File: src/design/fpc_regs.vh
// register map, command codes and reset values of the flash controller
`ifndef FPC_REGS_VH
`define FPC_REGS_VH
// ==========================================================
// register byte offsets
`define FPC_OFS_CTRL 8'h00
`define FPC_OFS_PAGE 8'h04
`define FPC_OFS_STAT 8'h08
`define FPC_OFS_PADR 8'h0C
`define FPC_OFS_DATA 8'h10
// ==========================================================
// control register command values
`define FPC_CMD_KEY1 8'h73
`define FPC_CMD_KEY2 8'h8C
`define FPC_CMD_PERASE 8'h95
`define FPC_CMD_MERASE 8'h63
`define FPC_CMD_SPSEL 8'h5E
// ==========================================================
// field positions and fixed values
`define FPC_PAGE_INFO_BIT 7
`define FPC_OPT_WP_BIT 7
`define FPC_OPT_BSP_BIT 6
`define FPC_INFO_BASE 16'hFE00
`define FPC_INFO_LAST 16'hFE7F
`define FPC_PAGE_BITS 9
`define FPC_NUM_SECT 8
`define FPC_ERASED 8'hFF
`define FPC_RST_PAGE 8'h00
`define FPC_RST_PROT 8'h00
`define FPC_RST_PADR 16'h0000
`endif

File: src/design/fpc_top.v
// flash program and erase controller with wishbone register port
`timescale 1ns/100ps
`default_nettype none
`include "fpc_regs.vh"

module fpc_top #(
   parameter AW = 13,
   parameter OPT_ADDR = 13'h0000
) (
   // system
   input wire clk_sys,
   input wire rst_n,
   // wishbone slave
   input wire wb_cyc_i,
   input wire wb_stb_i,
   input wire wb_we_i,
   input wire [7:0] wb_adr_i,
   input wire [3:0] wb_sel_i,
   input wire [31:0] wb_dat_i,
   output reg [31:0] wb_dat_o,
   output reg wb_ack_o,
   // system status
   input wire dbg_access,
   input wire stop_recover,
   output reg core_stall_reg,
   output reg [7:0] opt_cfg_reg,
   // bypass pins
   input wire byp_en,
   input wire [AW-1:0] byp_addr,
   input wire [7:0] byp_wdata,
   input wire byp_info,
   input wire byp_prog,
   input wire byp_perase,
   input wire byp_merase,
   // flash array
   input wire [7:0] fl_rdata,
   input wire fl_done,
   output reg [AW-1:0] fl_addr_reg,
   output reg [7:0] fl_wdata_reg,
   output reg fl_info_reg,
   output reg fl_rd_reg,
   output reg fl_prog_reg,
   output reg fl_perase_reg,
   output reg fl_merase_reg
);

   // ==========================================================
   // sizes and states
   localparam PW = AW - `FPC_PAGE_BITS;
   localparam SSH = (PW > 3) ? (PW - 3) : 0;
   localparam [2:0] ST_OPT = 3'h0;
   localparam [2:0] ST_OPTW = 3'h1;
   localparam [2:0] ST_LOCK = 3'h2;
   localparam [2:0] ST_PAGE = 3'h3;
   localparam [2:0] ST_KEY1 = 3'h4;
   localparam [2:0] ST_KEY2 = 3'h5;
   localparam [2:0] ST_UNLK = 3'h6;
   localparam [2:0] ST_ERASE = 3'h7;

   // ==========================================================
   // state
   reg [2:0] state_reg;
   reg [2:0] state_next;
   reg [7:0] page_reg;
   reg [7:0] page_next;
   reg [7:0] key_page_reg;
   reg [7:0] key_page_next;
   reg [7:0] prot_reg;
   reg [7:0] prot_next;
   reg sp_sel_reg;
   reg sp_sel_next;
   reg [15:0] padr_reg;
   reg [15:0] padr_next;
   reg [7:0] opt_next;
   reg go_prog;
   reg go_perase;
   reg go_merase;
   reg fl_rd_next;

   // ==========================================================
   // helpers
   // sector number of a page; a page never spans two sectors
   function [2:0] sect_of;
      input [PW-1:0] pg;
      reg [PW-1:0] t;
      begin
         t = pg >> SSH;
         sect_of = t[2:0];
      end
   endfunction

   // write permission of a page from options, debug and sector bits
   function wr_ok;
      input [PW-1:0] pg;
      input [7:0] opt;
      input [7:0] prot;
      input dbg;
      reg [2:0] s;
      reg code_ok;
      begin
         s = sect_of(pg);
         // boot protect alone guards only sector zero
         code_ok = opt[`FPC_OPT_WP_BIT] | dbg
            | (opt[`FPC_OPT_BSP_BIT] & (s != 3'h0));
         wr_ok = code_ok & ~prot[s];
      end
   endfunction

   // ==========================================================
   // bus decode
   wire req = wb_cyc_i & wb_stb_i & ~wb_ack_o;
   wire wr = req & wb_we_i & wb_sel_i[0];
   wire [7:0] wd = wb_dat_i[7:0];
   wire wr_ctrl = wr & (wb_adr_i == `FPC_OFS_CTRL);
   wire wr_page = wr & (wb_adr_i == `FPC_OFS_PAGE);
   wire wr_padr = wr & (wb_adr_i == `FPC_OFS_PADR);
   wire wr_data = wr & (wb_adr_i == `FPC_OFS_DATA);
   wire info_mode = page_reg[`FPC_PAGE_INFO_BIT];
   wire [PW-1:0] act_page = page_reg[PW-1:0];
   wire page_ok = wr_ok(act_page, opt_cfg_reg, prot_reg, dbg_access);
   wire in_info = (padr_reg >= `FPC_INFO_BASE) && (padr_reg <= `FPC_INFO_LAST);
   wire in_page = (padr_reg[15:`FPC_PAGE_BITS] == {{(16-AW){1'b0}}, act_page});
   // info area is mapped only while the info bit is set
   wire padr_hit = info_mode ? in_info : in_page;
   wire busy = (state_reg == ST_ERASE) | (state_reg == ST_OPT)
      | (state_reg == ST_OPTW);

   // ==========================================================
   // next-state logic of the unlock sequencer
   always @*
   begin
      state_next = state_reg;
      page_next = page_reg;
      key_page_next = key_page_reg;
      prot_next = prot_reg;
      sp_sel_next = sp_sel_reg;
      padr_next = padr_reg;
      opt_next = opt_cfg_reg;
      go_prog = 1'b0;
      go_perase = 1'b0;
      go_merase = 1'b0;
      fl_rd_next = 1'b0;
      if (wr_padr)
      begin
         padr_next = wb_dat_i[15:0];
      end
      // any control value written while not busy clears the protect-register mapping except 5EH
      if (wr_ctrl && !busy)
      begin
         sp_sel_next = (wd == `FPC_CMD_SPSEL);
      end
      // protect bits may only be set from software
      if (wr_page && sp_sel_reg && !busy)
      begin
         prot_next = prot_reg | wd;
      end
      else if (wr_page && !busy)
      begin
         page_next = wd;
      end
      case (state_reg)
         ST_OPT:
         begin
            fl_rd_next = 1'b1;
            state_next = ST_OPTW;
         end
         ST_OPTW:
         begin
            // option byte is held outside the register file
            opt_next = fl_rdata;
            state_next = ST_LOCK;
         end
         ST_LOCK:
         begin
            if (wr_page && !sp_sel_reg)
            begin
               key_page_next = wd;
               state_next = ST_PAGE;
            end
         end
         ST_PAGE:
         begin
            if (wr_ctrl)
            begin
               state_next = (wd == `FPC_CMD_KEY1) ? ST_KEY1 : ST_LOCK;
            end
            else if (wr_page && !sp_sel_reg)
            begin
               key_page_next = wd;
            end
         end
         ST_KEY1:
         begin
            if (wr_ctrl)
            begin
               state_next = (wd == `FPC_CMD_KEY2) ? ST_KEY2 : ST_LOCK;
            end
            else if (wr_page)
            begin
               state_next = ST_LOCK;
            end
         end
         ST_KEY2:
         begin
            if (wr_ctrl)
            begin
               state_next = ST_LOCK;
            end
            else if (wr_page && !sp_sel_reg)
            begin
               // both page writes must agree
               state_next = (wd == key_page_reg) ? ST_UNLK : ST_LOCK;
            end
         end
         ST_UNLK:
         begin
            if (wr_ctrl)
            begin
               // every control write ends the unlocked window
               state_next = ST_LOCK;
               if (wd == `FPC_CMD_PERASE && page_ok)
               begin
                  go_perase = 1'b1;
                  state_next = ST_ERASE;
               end
               // mass erase only through the debugger
               else if (wd == `FPC_CMD_MERASE && dbg_access && prot_reg == 8'h00)
               begin
                  go_merase = 1'b1;
                  state_next = ST_ERASE;
               end
            end
            else if (wr_page && !sp_sel_reg && wd != page_reg)
            begin
               state_next = ST_LOCK;
            end
            else if (wr_data && padr_hit && page_ok)
            begin
               // the page stays open for further bytes
               go_prog = 1'b1;
            end
         end
         ST_ERASE:
         begin
            if (fl_done)
            begin
               state_next = ST_LOCK;
            end
         end
         default:
         begin
            state_next = ST_LOCK;
         end
      endcase
      // stop recovery reloads options and relocks
      if (stop_recover)
      begin
         state_next = ST_OPT;
         go_prog = 1'b0;
         go_perase = 1'b0;
         go_merase = 1'b0;
      end
   end

   // ==========================================================
   // sequencer registers; reset always lands in the option load
   always @(posedge clk_sys)
   begin
      if (!rst_n)
      begin
         state_reg <= ST_OPT;
         page_reg <= `FPC_RST_PAGE;
         key_page_reg <= `FPC_RST_PAGE;
         prot_reg <= `FPC_RST_PROT;
         sp_sel_reg <= 1'b0;
         padr_reg <= `FPC_RST_PADR;
         opt_cfg_reg <= 8'h00;
         core_stall_reg <= 1'b1;
      end
      else
      begin
         state_reg <= state_next;
         page_reg <= page_next;
         key_page_reg <= key_page_next;
         prot_reg <= prot_next;
         sp_sel_reg <= sp_sel_next;
         padr_reg <= padr_next;
         opt_cfg_reg <= opt_next;
         // core idles through option load and erases only
         core_stall_reg <= (state_next == ST_ERASE) | (state_next == ST_OPT)
            | (state_next == ST_OPTW);
      end
   end

   // ==========================================================
   // flash array drive; bypass pins take over the array outright
   always @(posedge clk_sys)
   begin
      if (!rst_n)
      begin
         fl_addr_reg <= {AW{1'b0}};
         fl_wdata_reg <= 8'h00;
         fl_info_reg <= 1'b0;
         fl_rd_reg <= 1'b0;
         fl_prog_reg <= 1'b0;
         fl_perase_reg <= 1'b0;
         fl_merase_reg <= 1'b0;
      end
      else if (byp_en)
      begin
         fl_addr_reg <= byp_addr;
         fl_wdata_reg <= byp_wdata;
         fl_info_reg <= byp_info;
         fl_rd_reg <= 1'b0;
         fl_prog_reg <= byp_prog;
         fl_perase_reg <= byp_perase;
         fl_merase_reg <= byp_merase;
      end
      else
      begin
         fl_rd_reg <= fl_rd_next;
         fl_prog_reg <= go_prog;
         fl_perase_reg <= go_perase;
         fl_merase_reg <= go_merase;
         if (fl_rd_next)
         begin
            fl_addr_reg <= OPT_ADDR;
            fl_info_reg <= 1'b0;
         end
         else if (go_prog)
         begin
            fl_addr_reg <= padr_reg[AW-1:0];
            fl_info_reg <= info_mode;
            fl_wdata_reg <= wd;
         end
         else if (go_perase)
         begin
            // erase hits one whole page, byte offset zero
            fl_addr_reg <= {act_page, {`FPC_PAGE_BITS{1'b0}}};
            fl_info_reg <= info_mode;
         end
      end
   end

   // ==========================================================
   // wishbone answer: one wait state, unmapped reads return zero
   always @(posedge clk_sys)
   begin
      if (!rst_n)
      begin
         wb_ack_o <= 1'b0;
         wb_dat_o <= 32'h00000000;
      end
      else
      begin
         wb_ack_o <= req;
         if (req && !wb_we_i)
         begin
            case (wb_adr_i)
               `FPC_OFS_CTRL: wb_dat_o <= {29'h00000000, state_reg};
               `FPC_OFS_PAGE: wb_dat_o <= {24'h000000, sp_sel_reg ? prot_reg : page_reg};
               `FPC_OFS_STAT: wb_dat_o <= {26'h0000000, byp_en, busy, sp_sel_reg,
                  state_reg};
               `FPC_OFS_PADR: wb_dat_o <= {16'h0000, padr_reg};
               default: wb_dat_o <= 32'h00000000;
            endcase
         end
      end
   end

endmodule
`default_nettype wire

File: config.mk
export PLATFORM = sky130hd
export DESIGN_NAME = fpc_top
export DESIGN_NICKNAME = d
export VERILOG_FILES = /design/src/design/fpc_top.v
export VERILOG_INCLUDE_DIRS = /design/src /design/src/design
export SDC_FILE = /design/constraint.sdc
export NUM_CORES = 1
export LEC_CHECK = 0
export ABC_AREA = 1
export BUFFER_PORTS_ARGS = -buffer_cell sky130_fd_sc_hd__clkbuf_2
export CAP_MARGIN = 10
export CORE_AREA = 2 2 93 113
export DETAILED_ROUTE_END_ITERATION = 8
export DIE_AREA = 0 0 95 115
export GPL_ROUTABILITY_DRIVEN = 0
export HOLD_SLACK_MARGIN = 0.12
export PLACE_DENSITY = 0.87
export SLEW_MARGIN = 30
export SYNTH_ARGS = -nofsm -noshare
export SYNTH_HDL_FRONTEND = slang
export SYNTH_SLANG_ARGS = --single-unit
File: constraint.sdc
create_clock -name clk_sys -period 2.8 [get_ports clk_sys]
set_input_delay 0.42 -clock clk_sys [delete_from_list [all_inputs] [get_ports clk_sys]]
set_output_delay 0.42 -clock clk_sys [all_outputs]
set_load 0.02 [all_outputs]
==> results of run 1 <==
power groups by stage:
stage	Combinational (W)	Sequential, W	Clock [W]
global route	0.000396	0.00143	0.00124
floorplan	0.000205	0.00150	0
detailed placement	0.000359	0.00146	0
finish	0.000364	0.00142	0.00117
CTS	0.000361	0.00142	0.00118
global placement	0.000352	0.00146	0
metrics by stage:
stage | area (um^2) | instances | hold slack [ns] | total power [W] | utilization
6_report | 5880 | 993 | 0.293 | 0.00296 | 0.597
5_1_grt | 5880 | 993 | 0.315 | 0.00306 | 0.597
4_1_cts | 5880 | 993 | 0.293 | 0.00296 | 0.597
3_5_place_dp | 5600 | 977 | 0.453 | 0.00181 | 0.568
3_3_place_gp | 5600 | 977 | 0.449 | 0.00181 | 0.568
2_1_floorplan | 5080 | 777 | 0.451 | 0.00170 | -
path summary, 6_finish.rpt:
kind | startpoint | to | slack, ns | cells past startpoint
worst max-delay path | page_reg[1] | fl_addr_reg[6] | 0.64 | 12
worst max register to register | page_reg[1] | fl_addr_reg[6] | 0.64 | 12
worst min-delay path | wb_dat_i[13] | padr_reg[13] | 0.29 | 3
worst min register to register | opt_cfg_reg[3] | opt_cfg_reg[3] | 0.46 | 2
layout by cell type (no fill, tap or decap), types with 9 or more instances in the layout:
cell and count:
nand2_1 190, clkbuf_2 118, dfxtp_1 96, nor2_1 86
a21oi_1 67, o21ai_0 58, inv_1 57, nand3_1 47
inv_2 16, conb_1 16, o21ai_1 14, nor3_1 13
nand4_1 10, nor3_2 10, clkbuf_16 9, buf_4 9
final cells by class:
cell class	instances	area, um^2	area share
clock buffer	11	243	0.0413
multi-input combinational	552	2580	0.438
clock inverter	5	40.0	0.00681
sequential	96	1920	0.327
timing repair buffer	127	658	0.112
inverter	76	287	0.0487
tap	126	158	0.0268
Yosys cell counts, types with 2 or more instances:
master	number
dfxtp_1	96
nor3_2	10
buf_4	17
inv_1	57
xnor2_1	8
o211ai_1	8
a21oi_1	67
clkbuf_1	22
nand3_1	47
nor2_1	86
nand4_1	10
nand2_1	190
o21ai_1	14
buf_6	3
nor2_2	8
nor2_4	2
inv_2	16
buf_2	11
clkinv_1	2
o21ai_0	58
nand2_2	8
nor4_1	2
nor3_1	13
tightest hold or removal path, cell delays in order:
cell and delay, ns:
clkbuf_2 0.07, nor2_1 0.03, nor2_1 0.08
per-layer routing:
layer / wire [um] / track usage / part of all wire
met1: 5830 / 0.323 / 0.41
met2: 6830 / 0.442 / 0.48
met3: 1250 / 0.0596 / 0.088
met4: 345 / 0.0812 / 0.024
met5: 0 / 0 / 0
cells by family after synthesis:
group / count (synthesis) / synth area share
other: 1 / 0.000746
and+or+nand+nor: 381 / 0.336
AOI/OAI and AO/OA: 147 / 0.150
DFF: 96 / 0.382
xor gates and xnor gates: 8 / 0.0139
buffers and inverters: 129 / 0.116
==> metrics.yaml, run 1 <==
outcome:
  outcome: "finished clean"
place:
  place_ws_ns: 0.552
  place_hpwl_mm: 10.3
  portBuffers: 118
setup_path:
  cpPeakStageDelay_ns: 0.48
  slowest_stage: "dfxtp_1"
  worstSetupStartpointType: "flip-flop"
  required_ns: 3.09
  crit_path_end_kind: "flip-flop"
  crit_top_cell: "nand2_1"
  cp_data_arrival_time_ns: 2.45
  critPathTopFamily: "simple AND/OR/NAND/NOR gates"
  path_cells: "inv_2 > nand3_1 > nand2_1 > nand2_1 > nand2_1 > nor2_2 > nand2_4 > nor2_4 > nand2_1 > nor2_1 > nor2_1 > nor2_1"
  worst-path-buf-inv: 1
  criticalPathCategory: "flip-flop to flip-flop"
  cp_max_fo: 11
global_route:
  globalRouteOverflowTotal: 0
  grt_start_max_net_pins: 67
  grt_pass1_wl_mm: 22.4
  grt_pass1_vias: 4757
  antenna_found_initial: 0
  grt_usage: 0.259
die:
  start_util: 0.510
  coreArea_mm2: 0.00986
  die_height_um: 115
  num_rows: 40
  die_area_mm2: 0.0109
  die_x_um: 95
  io_pins: 154
cts:
  htree_levels: 3
  clock_latency_ns: 0.35
  cts-hold-fix-buffers: 0
  root_buffer: "clkbuf_16"
  cts.path.max_buffers: 2
  post_cts_buffers: 0
  cts_tree: "built"
  cts.sinks: 96
  clkTransAtPathRegs_ns: 0.07
  cts_buffers: 9
  cts_resized: 0
synthesis:
  ys_ff_latch: 96
  synthArstFlopShare: 0
  postSynthCellCount: 762
  synth_area_mm2: 0.00503
  syn_area_per_cell_um2: 6.60
  synthTopCellsByArea: "dfxtp_1 (38%), nand2_1 (14%), a21oi_1 (6.7%)"
  synth_top_area_cell: "dfxtp_1"
  synth_top_cell_area_share: 0.382
  synth-seq-area-share: 0.382
  yosysWarnings: 0
  synth_edf_count: 0
  yosys.cell_types.count: 30
  synth_ff_type: "dfxtp_1"
power:
  p_clk_frac: 0.395
  p_comb_frac: 0.123
  seq_power_share: 0.482
  irDropWorstVdd_mv: 0.258
  p_sw_frac: 0.271
  powerDensity_mw_per_mm2: 503
  switching_power_w: 0.000803
  leakagePower_nw: 2.67
  p_int_w: 0.00216
route:
  wl_per_cell_um: 14.4
  viasPerCell: 5.37
  dr.pass1.iters: 5
  finalWirelength_mm: 14.3
  vias: 5334
  drc_errors: 0
  drtIter0Drc: 522
  antenna_left: 0
finish:
  area_delta_synth_final_pct: 17.0
  final_layout_size_suffix_gt1_frac: 0.219
  fillers: 930
  fin_nets: 948
  num_antenna_cells: 0
timing:
  fin_setup_tns_ns: 0
  fin_worst_skew_ns: 0.0108
  setup_viol: 0
  slew_viol_final: 0
  fmax_ghz: 0.463
  worst_pin_slew_ns: 1.02
  min_period_over_period: 0.771
  hold_viol: 0
  fin_crit_ns: 2.16
  rsz0062_at_grt: "false"
  worst_slack_ns: 0.640
  maxSlewHeadroom: 0.319
job:
  cap_violations: 0
min_path:
  min_path_type: "input pin to flip-flop"
Note: power is estimated with default switching activity, not from simulation.
==> inputs of run 2 (changes only) <==
--- a/config.mk
+++ b/config.mk
@@ -9,12 +9,12 @@
 export ABC_AREA = 1
 export BUFFER_PORTS_ARGS = -buffer_cell sky130_fd_sc_hd__clkbuf_2
 export CAP_MARGIN = 10
-export CORE_AREA = 2 2 93 113
+export CORE_AREA = 2 2 98 119
 export DETAILED_ROUTE_END_ITERATION = 8
-export DIE_AREA = 0 0 95 115
+export DIE_AREA = 0 0 100 121
 export GPL_ROUTABILITY_DRIVEN = 0
 export HOLD_SLACK_MARGIN = 0.12
-export PLACE_DENSITY = 0.87
+export PLACE_DENSITY = 0.83
 export SLEW_MARGIN = 30
 export SYNTH_ARGS = -nofsm -noshare
 export SYNTH_HDL_FRONTEND = slang
==> constraint.sdc (replaced) <==
create_clock -name clk_sys -period 1.8 [get_ports clk_sys]
set_input_delay 0.27 -clock clk_sys [delete_from_list [all_inputs] [get_ports clk_sys]]
set_output_delay 0.27 -clock clk_sys [all_outputs]
set_load 0.02 [all_outputs]
==> run 2 against run 1 <==
  * Clock skew fell by 0.0023 ns
  * Power rose by 66%
  * Critical path type unchanged
  * The run now ends with negative setup slack left
  * Register-to-register slack got worse by 0.66 ns
  * Critical endpoint is now fl_addr_reg[10]
  * Highest routed layer unchanged
  * Die area rose by 11%
==> metrics.yaml, run 2 (synthesis gave the netlist of run 1 again) <==
outcome:
  outcome: "complete, but fails checks"
  violations: "negative setup slack"
timing:
  rsz0062_at_grt: "true"
  fin_crit_ns: 1.82  # -0.341 ns
  setup_viol: 2  # +2
  fin_worst_skew_ns: 0.00842  # -0.00234 ns
  fmax_ghz: 0.550  # +19%
  fin_setup_tns_ns: -0.0323  # -0.0323 ns
  slew_viol_final: 0  # unchanged
  min_period_over_period: 1.01  # +0.239
  hold_ws_ns: 0.157  # -0.135 ns
  hold_viol: 0  # unchanged
  worst_slack_ns: -0.0189  # -0.659 ns
finish:
  fin_nets: 1032  # +8.9%
  final_cell_mix: "nand2_1 (183), clkbuf_2 (118), dfxtp_1 (90), buf_4 (85), nor2_1 (77)"
  final_cell_area_mm2: 0.00675  # +15%
  num_antenna_cells: 0  # unchanged
  final_layout_size_suffix_gt1_frac: 0.328  # +0.109
  regArea_mm2: 0.00193  # +0.52%
  area_delta_synth_final_pct: 34.2
  final_common_cell: "nand2_1"
  fillers: 917  # -1.4%
  multi_input_area_mm2: 0.00273  # +6.1%
place:
  portBuffers: 118  # unchanged
  place_hpwl_mm: 11.7  # +13%
  place_area_mm2: 0.00623  # +11%
  place_ws_ns: -0.240  # -0.793 ns
setup_path:
  worstSetupStartpointType: "flip-flop"
  cp_max_fo: 12  # +1
  r2r_end: "fl_addr_reg[10]"
  reg2regPathDepth: 13  # +1
  cp_data_arrival_time_ns: 2.06  # -0.39 ns
  cpPeakStageDelay_ns: 0.42  # -0.06 ns
  crit_path_end_kind: "flip-flop"
  path_depth: 13  # +1
  rr_startpoint: "page_reg[2]"
  path_cells: "inv_2 > nand3_1 > nand2_1 > nand2_2 > nand2_2 > nor2_4 > nand2_4 > nor2_4 > buf_12 > nor2_2 > buf_12 > nor2_1 > a21oi_2"
  criticalPathCategory: "flip-flop to flip-flop"
  slowest_stage: "dfxtp_1"
  critPathTopFamily: "simple AND/OR/NAND/NOR gates"
  worst-path-buf-inv: 3  # +2
  required_ns: 2.04  # -1.05 ns
  reg2reg_setup_slack_ns: -0.02  # -0.66 ns
min_path:
  hold_path_depth: 3  # unchanged
  min_to: "fl_prog_reg"
  min_from: "byp_prog"
  min_path_type: "input pin to flip-flop"
route:
  antenna_left: 0  # unchanged
  finalWirelength_mm: 15.7  # +10%
  viasPerCell: 5.30  # -1.3%
  vias: 5742  # +7.6%
  drtIter0Drc: 562  # +7.7%
  drc_errors: 0  # unchanged
  wl_per_cell_um: 14.5  # +1.2%
  dr.pass1.iters: 6  # +1
global_route:
  grt_start_max_net_pins: 44  # -34%
  grt_pass1_wl_mm: 25.3  # +13%
  antenna_found_initial: 0  # unchanged
  grt_usage: 0.260  # +0.000961
  globalRouteOverflowTotal: 0  # unchanged
  grt_pass1_vias: 5329  # +12%
die:
  coreArea_mm2: 0.0109  # +11%
  start_util: 0.460  # -0.0500
  die_x_um: 100  # +5.3%
  num_rows: 42  # +5.0%
  die_area_mm2: 0.0121  # +11%
  die_height_um: 121  # +5.2%
  io_pins: 154  # unchanged
power:
  powerDensity_mw_per_mm2: 727  # +45%
  irDropWorstVdd_mv: 0.423  # +64%
  leakagePower_nw: 3.14  # +17%
cts:
  cts.path.max_buffers: 2  # unchanged
  cts_buffers: 9  # unchanged
  cts_tree: "built"
  cts.sinks: 96  # unchanged
  clkTransAtPathRegs_ns: 0.07  # about the same
  clock_latency_ns: 0.35  # about the same
  cts-hold-fix-buffers: 0  # unchanged
  root_buffer: "clkbuf_16"
  htree_levels: 3  # unchanged
job:
  cap_violations: 0  # unchanged
## run 2: cell types whose count changed in the layout (fill, tap and decap cells not counted), moves of 4 or more
cell	before	now
buf_4	9	85
nor2_1	86	77
nor3_1	13	4
nor3_2	10	18
nand2_1	190	183
dfxtp_1	96	90
nand2_2	8	14
nor2_2	8	14
dfxtp_2	0	5
nand3_1	47	43
nand3_2	1	5
## run 2: metrics by stage
step,util,total power [W],instances
floorplan,-,0.00265,777
global placement,0.570,0.00289,1062
detailed placement,0.570,0.00290,1062
CTS,0.602,0.00489,1080
global route,0.617,0.00508,1083
finish,0.617,0.00491,1083
## run 2: how the worst max path moves through the flow
stage                            from              end  slack (ns)
final                     page_reg[2]  fl_addr_reg[10]       -0.02
after CTS                 padr_reg[9]   fl_addr_reg[7]       0.002
after global placement       wb_cyc_i  fl_wdata_reg[2]       -0.12
after detailed placement     wb_cyc_i  fl_wdata_reg[3]       -0.24
after floorplan              wb_ack_o  fl_addr_reg[10]        0.14
after global routing      page_reg[1]   fl_addr_reg[2]       -0.11
## run 2: layer usage
metal / part of all wire / vias to the layer above / global-route usage / wire (um)
li1: - / 2798 / - / -
met1: 0.40 / 2585 / 0.322 / 6230
met4: 0.037 / 0 / 0.112 / 585
met2: 0.48 / 297 / 0.433 / 7480
met3: 0.091 / 62 / 0.0570 / 1440
met5: 0 / - / 0 / 0
## run 2: what timing repair did
item                                    CTS  global route
endpoints found under the setup margin   23            27
resized for setup                        10            39
pin swaps                                 1            11
setup buffers                             1             1
endpoints found under the hold margin     0             0
gates cloned                              1             2
## run 2: where the power goes
group / internal [W] / switching (W) / leakage [nW]
logic: 0.000260 / 0.000412 / 2.20
registers: 0.00218 / 0.0000348 / 0.784
clock network: 0.00114 / 0.000883 / 0.148
## run 2: final cells by class
| type | count | area share |
|---|---|---|
| clock buffers | 10 | 0.0354 |
| repair buffers | 208 | 0.194 |
| inverters | 76 | 0.0425 |
| well taps | 132 | 0.0245 |
| flip-flops and latches | 96 | 0.286 |
| repair inverters | 1 | 0.00111 |
| multi-input cells | 554 | 0.405 |
| clock inverters | 6 | 0.0109 |
## run 2: worst min-delay path, delay by kind of cell
| kind | cells | cell delay, ns |
|---|---|---|
| simple gates | 1 | 0.05 |
| buf+inv | 1 | 0.08 |
| compound gates | 1 | 0.06 |
